`config.mk`:
```
export PLATFORM = sky130hd
export DESIGN_NAME = ccg_clock_gen
export DESIGN_NICKNAME = d
export VERILOG_FILES = /design/src/design/ccg_pkg.sv /design/src/design/ccg_clock_gen.sv
export SDC_FILE = /design/constraint.sdc
export NUM_CORES = 1
export LEC_CHECK = 0
export BUFFER_PORTS_ARGS = -buffer_cell sky130_fd_sc_hd__buf_2
export CAP_MARGIN = 20
export CELL_PAD_IN_SITES_DETAIL_PLACEMENT = 1
export CELL_PAD_IN_SITES_GLOBAL_PLACEMENT = 2
export CORE_ASPECT_RATIO = 0.6
export CORE_UTILIZATION = 26
export DETAILED_ROUTE_END_ITERATION = 16
export GPL_TIMING_DRIVEN = 0
export HOLD_SLACK_MARGIN = 0.08
export PLACE_DENSITY_LB_ADDON = 0.1
export SLEW_MARGIN = 40
export SYNTH_ARGS = -nofsm -noshare
export SYNTH_HDL_FRONTEND = slang
export SYNTH_SLANG_ARGS = --single-unit
```
`constraint.sdc`:
```
create_clock -name CLK_I -period 2.1 [get_ports CLK_I]
set_clock_uncertainty 0.05 [all_clocks]
set_input_delay 0 -clock CLK_I [delete_from_list [all_inputs] [get_ports CLK_I]]
set_output_delay 0 -clock CLK_I [all_outputs]
set_load 0.01 [all_outputs]
```
`src/design/ccg_pkg.sv`:
```
// Package for the processor clock, ready and reset generator
package ccg_pkg;

  // Divide-by-three counter
  localparam int unsigned DIV_RATIO     = 3;
  localparam logic [1:0]  DIV_LAST      = 2'h2;
  localparam logic [1:0]  DIV_RESET     = 2'h0;
  localparam logic        CLK_RESET     = 1'h0;
  localparam logic        PCLK_RESET    = 1'h0;
  localparam logic        RESET_OUT_RST = 1'h1;
  localparam logic        READY_RESET   = 1'h0;

  // Source oscillator enable pulses and straps
  typedef struct packed {
    logic osc_tick;     // Crystal oscillator tick
    logic efi_tick;     // External frequency tick
    logic source_sel;   // High selects external source
    logic divider_hold; // Counter clear
  } ccg_src_t;

  // Ready inputs as a group
  typedef struct packed {
    logic bus_done_a;
    logic ready_qual_a_n;
    logic bus_done_b;
    logic ready_qual_b_n;
    logic sync_depth_sel;
  } ccg_rdy_t;

  // Clock phase events derived from the divided clock
  typedef enum logic [1:0] {
    CCG_PH_HIGH = 2'b00,
    CCG_PH_LOW1 = 2'b01,
    CCG_PH_LOW2 = 2'b11
  } ccg_phase_t;

endpackage

```
`src/design/ccg_clock_gen.sv`:
```
// Clock, ready and reset generator core
`timescale 1ns/1ps
module ccg_clock_gen (
  input  wire logic             CLK_I,
  input  wire logic             RESET_N_I,
  input  wire logic             OSC_IN_I,
  input  wire logic             EXT_FREQ_IN_I,
  input  wire logic             SOURCE_SELECT_I,
  input  wire logic             DIVIDER_HOLD_I,
  input  wire logic             BUS_DONE_A_I,
  input  wire logic             READY_QUAL_A_N_I,
  input  wire logic             BUS_DONE_B_I,
  input  wire logic             READY_QUAL_B_N_I,
  input  wire logic             SYNC_DEPTH_SEL_I,
  input  wire logic             POWER_ON_CLEAR_N_I,
  output      logic             PROC_CLOCK_O,
  output      logic             PERIPH_CLOCK_O,
  output      logic             CRYSTAL_TAP_OUT_O,
  output      logic             READY_O,
  output      logic             PROC_RESET_O,
  output      ccg_pkg::ccg_phase_t PHASE_O
);
  import ccg_pkg::*;

  // Rising edge of a sampled level against its previous value
  function automatic logic rise_of(input logic cur, input logic prev);
    return cur & ~prev;
  endfunction

  // One bus-ready input gated by its active-low enable
  function automatic logic qual_ready(input logic done, input logic qual_n);
    return done & ~qual_n;
  endfunction

  // Register next value that loads only on an event
  function automatic logic load_on(input logic ev, input logic nxt,
                                   input logic cur);
    return ev ? nxt : cur;
  endfunction

  // Pin synchronizers, two flops each
  // Every pin is asynchronous to CLK_I, so only stage two is read.
  // Sources must stay well below a quarter of CLK_I so that each
  // level of the crystal or external wave is seen more than once.
  localparam int unsigned NPIN = 10;
  logic [NPIN-1:0] pin_raw;
  logic [NPIN-1:0] pin_s1_q;
  logic [NPIN-1:0] pin_s2_q;

  assign pin_raw = {OSC_IN_I, EXT_FREQ_IN_I, SOURCE_SELECT_I,
                    DIVIDER_HOLD_I, BUS_DONE_A_I, READY_QUAL_A_N_I,
                    BUS_DONE_B_I, READY_QUAL_B_N_I, SYNC_DEPTH_SEL_I,
                    POWER_ON_CLEAR_N_I};

  always_ff @(posedge CLK_I or negedge RESET_N_I) begin
    if (!RESET_N_I) begin
      pin_s1_q <= '0;
      pin_s2_q <= '0;
    end else begin
      pin_s1_q <= pin_raw;
      pin_s2_q <= pin_s1_q;
    end
  end

  // Grouped synchronized inputs
  ccg_src_t src;
  ccg_rdy_t rdy;
  logic     por_n;
  assign src = pin_s2_q[9:6];
  assign rdy = pin_s2_q[5:1];
  assign por_n = pin_s2_q[0];

  // Rising-edge detection of the oscillator sources
  logic osc_prev_q;
  logic efi_prev_q;
  always_ff @(posedge CLK_I or negedge RESET_N_I) begin
    if (!RESET_N_I) begin
      osc_prev_q <= 1'h0;
      efi_prev_q <= 1'h0;
    end else begin
      osc_prev_q <= src.osc_tick;
      efi_prev_q <= src.efi_tick;
    end
  end

  // Source select and source tick
  logic src_tick;
  assign src_tick = src.source_sel ?
                    rise_of(src.efi_tick, efi_prev_q) :
                    rise_of(src.osc_tick, osc_prev_q);

  // Divider decode: wrap after the last count, else step by one
  logic       div_wrap;
  logic [1:0] div_step;
  logic [1:0] div_q;
  logic [1:0] div_d;
  assign div_wrap = (div_q == DIV_LAST);
  assign div_step = div_wrap ? DIV_RESET : div_q + 2'h1;

  // Divide-by-three counter with clear
  // Hold release restarts at count 0, so the clock goes high at once
  // and the first high phase after a release may be short.
  assign div_d = src.divider_hold ? DIV_RESET :
                 !src_tick        ? div_q : div_step;

  always_ff @(posedge CLK_I or negedge RESET_N_I) begin
    if (!RESET_N_I) div_q <= DIV_RESET;
    else            div_q <= div_d;
  end

  // Processor clock high in the first third only
  logic pclk_q;
  logic pclk_d;
  assign pclk_d = (div_d == DIV_RESET) & ~src.divider_hold;

  // Edge events of the processor clock
  logic clk_rise;
  logic clk_fall;
  assign clk_rise = rise_of(pclk_d, pclk_q);
  assign clk_fall = rise_of(pclk_q, pclk_d);

  // Peripheral clock toggles on each processor clock rise
  // Forced low in hold so several generators restart in one phase
  logic perc_q;
  logic perc_d;
  assign perc_d = src.divider_hold ? PCLK_RESET :
                  clk_rise ? ~perc_q : perc_q;

  always_ff @(posedge CLK_I or negedge RESET_N_I) begin
    if (!RESET_N_I) begin
      pclk_q <= CLK_RESET;
      perc_q <= PCLK_RESET;
    end else begin
      pclk_q <= pclk_d;
      perc_q <= perc_d;
    end
  end

  // Qualified ready condition
  logic rdy_cond;
  assign rdy_cond = qual_ready(rdy.bus_done_a, rdy.ready_qual_a_n) |
                    qual_ready(rdy.bus_done_b, rdy.ready_qual_b_n);

  // Ready stage one on rise, stage two on fall
  // A falling condition clears stage two directly, since stage one
  // may still hold the old high until the next clock rise.
  logic st1_q;
  logic st1_d;
  logic st2_q;
  logic st2_d;
  logic st2_in;
  assign st1_d = load_on(clk_rise, rdy_cond, st1_q);
  assign st2_in = rdy.sync_depth_sel ? rdy_cond :
                  (st1_q & rdy_cond);
  assign st2_d = load_on(clk_fall, st2_in, st2_q);

  always_ff @(posedge CLK_I or negedge RESET_N_I) begin
    if (!RESET_N_I) begin
      st1_q <= READY_RESET;
      st2_q <= READY_RESET;
    end else begin
      st1_q <= st1_d;
      st2_q <= st2_d;
    end
  end

  // Reset output caught on processor clock fall
  // The request synchronizer resets to 0, which reads as a request
  // until the pin has been seen high.
  logic rst_q;
  logic rst_d;
  assign rst_d = load_on(clk_fall, ~por_n, rst_q);

  always_ff @(posedge CLK_I or negedge RESET_N_I) begin
    if (!RESET_N_I) rst_q <= RESET_OUT_RST;
    else            rst_q <= rst_d;
  end

  // Phase of the divided clock
  // Observation only; follows the next count so it lines up with
  // the processor clock flip-flop.
  ccg_phase_t phase_q;
  always_ff @(posedge CLK_I or negedge RESET_N_I) begin
    if (!RESET_N_I) phase_q <= CCG_PH_HIGH;
    else begin
      unique case (div_d)
        2'h0:    phase_q <= CCG_PH_HIGH;
        2'h1:    phase_q <= CCG_PH_LOW1;
        default: phase_q <= CCG_PH_LOW2;
      endcase
    end
  end

  // Outputs from flip-flops
  // No combinational path reaches a pin; the tap lags the crystal
  // by the synchronizer and edge-detect delay.
  assign PROC_CLOCK_O      = pclk_q;
  assign PERIPH_CLOCK_O    = perc_q;
  assign CRYSTAL_TAP_OUT_O = osc_prev_q;
  assign READY_O           = st2_q;
  assign PROC_RESET_O      = rst_q;
  assign PHASE_O           = phase_q;

endmodule

```
# Word-level counts from Yosys, hierarchy flattened
# Index checks and enable logic that the tools add are counted.
[classes] n_addsub=1 mul=0 div_mod_pow=0 order_cmp=0 eq_ne=2 shifts=0 n_mux=8 n_bitwise=18 reduce_logical=2
[ops] operator="$not 1->1" n=9
[ops] operator="$and 1x1->1" n=8
[ops] operator="$mux 2" n=3
[ops] operator="$mux 1" n=4
[ops] operator="$pmux 2 s2" n=1
[ops] operator="$add 2x1->2 const B" n=1
[ops] operator="$eq 2x1->1 const B" n=1
[ops] operator="$eq 2x2->1 const B" n=1
[ops] operator="$logic_not 2->1" n=1
[ops] operator="$reduce_bool 2->1" n=1
[ops] operator="$or 1x1->1" n=1
[totals] regBits=31 latch_bits=0 ram_bits=0 romBits=0 output_inout_bits=7 wordCells=42 memories=0

# Logic depth before layout (Yosys ltp)
[depth] word_depth=10 ltp_mapped=4 depth_no_buf=4

# Least setup slack after synthesis
# No wires, ideal clock.
[synth_timing] path_kind="flip-flop to flip-flop" from="register pin_s2_q[7]" to="register perc_q (netlist: PERIPH_CLOCK_O)" setup_ns=0.127 arrival_ns=1.499 t_required_ns=1.923 slack_ns=0.424 stages_incl_launch_ff=5 n_path_buf=0 path_cell_list="dfrtp_1 and3b_4 or4_4 a21oi_2 mux2_1"
[synth_between] elab_chain_len=7
[synth_rtl] element="start, declared" line_no="ccg_clock_gen.sv:48" source="logic [NPIN-1:0] pin_s2_q;"
[synth_rtl] element="start signal, assigned" line_no="ccg_clock_gen.sv:61" source="pin_s2_q <= pin_s1_q;"
[synth_rtl] element="$mux 1" line_no="ccg_clock_gen.sv:88" source="assign src_tick = src.source_sel ?"
[synth_rtl] element="$mux 2" line_no="ccg_clock_gen.sv:104" source="!src_tick ? div_q : div_step;"
[synth_rtl] element="$mux 2" line_no="ccg_clock_gen.sv:103" source="assign div_d = src.divider_hold ? DIV_RESET :"
[synth_rtl] element="$logic_not 2->1" line_no="ccg_clock_gen.sv:114" source="assign pclk_d = (div_d == DIV_RESET) & ~src.divider_hold;"
[synth_rtl] element="$and 1x1->1" line_no="ccg_clock_gen.sv:114"
[synth_rtl] element="$and 1x1->1" line_no="ccg_clock_gen.sv:27" source="return cur & ~prev;"
[synth_rtl] element="$reduce_bool 2->1 (no line)"
[synth_rtl] element="end signal, assigned" line_no="ccg_clock_gen.sv:135" source="perc_q <= perc_d;"
[synth_rtl] element="end, declared" line_no="ccg_clock_gen.sv:124" source="logic perc_q;"
# No other way between the ends.
# A chain may end at the register's enable or synchronous reset.

# Worst setup path after layout
# Ends and elaborated chain as after synthesis.

==> summary.md <==
| Metric | Value |
|---|---|
| Post-synthesis sequential area ratio | 0.766 |
| Distinct cells, synth | 24 |
| Dpl cell area | 1160 sq um |
| LEAKAGE | around 0.64 nW |
| Drt pass-1 iters | 3 |
| Synthesis-stage register bit count | 31 |
| Detail-routed via count per cell | 4.01 |
| Drt wl/cell | 10.7 um |
| Reg2Reg Launch Point | pin_s2_q[7]$_DFF_PN0_ |
| Final min period | 1.75 ns |
| Pin count of the biggest net entering global routing | 32 |
| Hold Fails Final Rpt | 0 |
| CTS clock-pin slew for the worst setup and hold paths | 0.07 ns |
| Drt drc | 0 |
| Fillers | 407 |
| Synth-to-layout area growth | 35.8% |
| # rows | 17 |
| PwrDens | 944 nW/um^2 |
| Final Slew Violations | 0 |
| Critical path launch point type | flip-flop |
| Final Cycle Share | 0.835 |
| Num ports | 19 |
| Clock Sinks | 31 |
| Ant diodes | 0 |
| Worst-Margin Slew | 0.676 ns |
| Root buf cell | clkbuf_8 |
| Count of input and output buffers | 18 |
| Syn Inst Count | 66 |
| Crit path max fanout | 4 |
| Initial Utilization | 0.274 |
| MaxCap Viol Count | 0 |
| Slew margin rel. | 0.550 |
| CTS tree | yes |
| Setup TNS | 0 ns |
| Multi-input gate area | 223 sq um |
| FF-to-FF setup slack | 0.35 ns |
| CTS H-tree lvls | 2 |
| Hold-fix buffers, CTS | 11 |
| Avg Cell Area, Syn | around 15 sq um |
| Post-Syn Nets | 78 |
| Setup Viol. Count Final | 0 |
| Layout cells sized above 1 | 0.311 |
| Number of global-route vias before repair | 606 |
| Drt initial violations | 27 |
| Nets@finish | 114 |
| Chip height | 50.4 um |
| WL final | roughly 1600 um |
| Worst R2R End | PERIPH_CLOCK_O$_DFFE_PN0P_ |
| Register Area | 777 sq um |
| F_max | 571 MHz |
| RSZ-0062 raised after global routing | false |
| Mapped Area | 1010 sq um |
| Total GRT Usage | 0.0978 |
| Critical path type | reg2reg |
| Global placement routability congestion | roughly 0.65 |
| Worst Hold Class | in2async |
| Antenna violations before repair | 0 |
| Worst Reg2Reg Path Length in Cells | 4 |
| End-of-flow core utilization | 0.372 |
| Critical Path End Type | flip-flop |
| Yosys Warn Count | 0 |
| Status | complete, no violations |
| Required time of the critical path | 2.20 ns |
| Die Area | about 4200 sq um |
| Clock buffer depth | 2 |
| Core area | 3700 sq um |
| # Post-CTS Setup Buffers | 0 |
| Final instance area | 1380 sq um |
| First-pass GRT wire length | 2770 um |
| Worst VDD drop | about 360 uV |
| Post-DRT Antenna Nets | 0 |
| Vias | between 600 and 700 |
| Clock latency on the worst-skew pair | 0.27 ns |
| Total gr overflow | 0 |
| WP data arrival | approximately 1.9 ns |
| Post_cts resized | 0 |
| Chip Width | 82.7 um |
| Hold WS | roughly 0.25 ns |
| TritonCTS Buffers | 5 |
-- cells in the final DEF, fill, tap and decap left out, drive strengths merged --
master	Yosys	final
and3b	2	2
mux2	2	2
dlygate4sd3	0	11
nand2b	1	1
clkbuf	0	7
nor2b	1	1
o21bai	1	1
a21oi	5	5
dfstp	1	1
o22ai	1	1
or3	1	1
or3b	1	1
o21ai	2	2
clkinvlp	0	1
mux2i	3	3
buf	0	18
dfrtp	30	30
nor2	3	3
inv	4	4
or4	1	1
nand2	2	2
nor3	1	1
nand3b	1	1
or2	1	1
nor3b	2	2
-- state kept, by name (all words and copies together), names as in the netlist --
| register | flops |
|---|---|
| PROC_RESET_O | 1 |
| PERIPH_CLOCK_O | 1 |
| pin_s1_q | 10 |
| pin_s2_q | 10 |
| READY_O | 1 |
| CRYSTAL_TAP_OUT_O | 1 |
| div_q | 2 |
| PROC_CLOCK_O | 1 |
| st1_q | 1 |
| PHASE_O | 2 |
| efi_prev_q | 1 |
-- metrics by stage --
step / cells / total power, mW / worst slack, ns
floorplan: 66 / 0.738 / 0.424
global placement: 131 / 0.788 / 0.362
detailed placement: 131 / 0.793 / 0.353
CTS: 150 / 1.32 / 0.337
global route: 150 / 1.37 / 0.269
finish: 150 / 1.30 / 0.347
-- power breakdown --
part,leakage (nW),switching (mW),internal [mW]
clock network,0.0505,0.210,0.298
registers,0.371,0.0235,0.648
logic,0.218,0.0558,0.0654
total,0.640,0.289,1.01
-- cell families after synthesis --
kind of cell | share of synthesized area
buffers and inverters | 0.0148
multiplexers | 0.0518
AND/OR/NAND/NOR | 0.116
flip-flops | 0.766
AO/OA/AOI/OAI | 0.0518
-- how the worst max path moves through the flow --
stage | from | end | slack [ns] | cells past startpoint
after global placement | pin_s2_q[7]$_DFF_PN0_ | PERIPH_CLOCK_O$_DFFE_PN0P_ | 0.36 | 4
final | pin_s2_q[7]$_DFF_PN0_ | PERIPH_CLOCK_O$_DFFE_PN0P_ | 0.35 | 4
after detailed placement | pin_s2_q[7]$_DFF_PN0_ | PERIPH_CLOCK_O$_DFFE_PN0P_ | 0.35 | 4
after CTS | pin_s2_q[7]$_DFF_PN0_ | PERIPH_CLOCK_O$_DFFE_PN0P_ | 0.34 | 4
after floorplan | pin_s2_q[7]$_DFF_PN0_ | PERIPH_CLOCK_O$_DFFE_PN0P_ | 0.42 | 4
after global routing | CRYSTAL_TAP_OUT_O$_DFF_PN0_ | PROC_RESET_O$_DFFE_PN1P_ | 0.27 | 4
-- area by class of cell --
class,count,area share
Timing Repair Buffer,29,0.145
Tap cell,47,0.0427
Clock buffer,7,0.0699
Sequential cell,31,0.564
Clock inverter,1,0.00545
Inverter,4,0.0109
Multi-Input combinational cell,31,0.162
-- critical path, stage by stage (launching register included) --
cell	delay [ns]
dfrtp_1	0.42
and3b_4	0.22
or4_4	0.49
a21oi_2	0.13
mux2_1	0.32
-- synthesized netlist by cell type --
cell type,instances,share of area
inv_1,4,0.015
nand2_1,2,0.0074
and3b_4,1,0.012
a21oi_1,4,0.020
and3b_1,1,0.0086
o21bai_1,1,0.0074
o22ai_1,1,0.0062
nor2b_1,1,0.0062
or3b_1,1,0.0086
or4_4,1,0.011
mux2i_1,3,0.030
dfstp_2,1,0.026
a21oi_2,1,0.0086
nand3b_1,1,0.0074
mux2_1,2,0.022
or2_2,1,0.0062
nor2_1,3,0.011
nand2b_1,1,0.0062
nor3b_1,1,0.0074
dfrtp_1,30,0.74
or3_1,1,0.0062
nor3b_2,1,0.012
nor3_1,1,0.0049
o21ai_0,2,0.0099
-- per-layer routing --
| layer | vias to the layer above | GRT usage | share of wire |
|---|---|---|---|
| li1 | 294 | - | - |
| met1 | 292 | 0.132 | 0.55 |
| met2 | 16 | 0.126 | 0.38 |
| met3 | 0 | 0.0545 | 0.069 |
| met4 | 0 | 0.0431 | 0 |
| met5 | - | 0 | 0 |
Power figures use the tool's default switching activity.
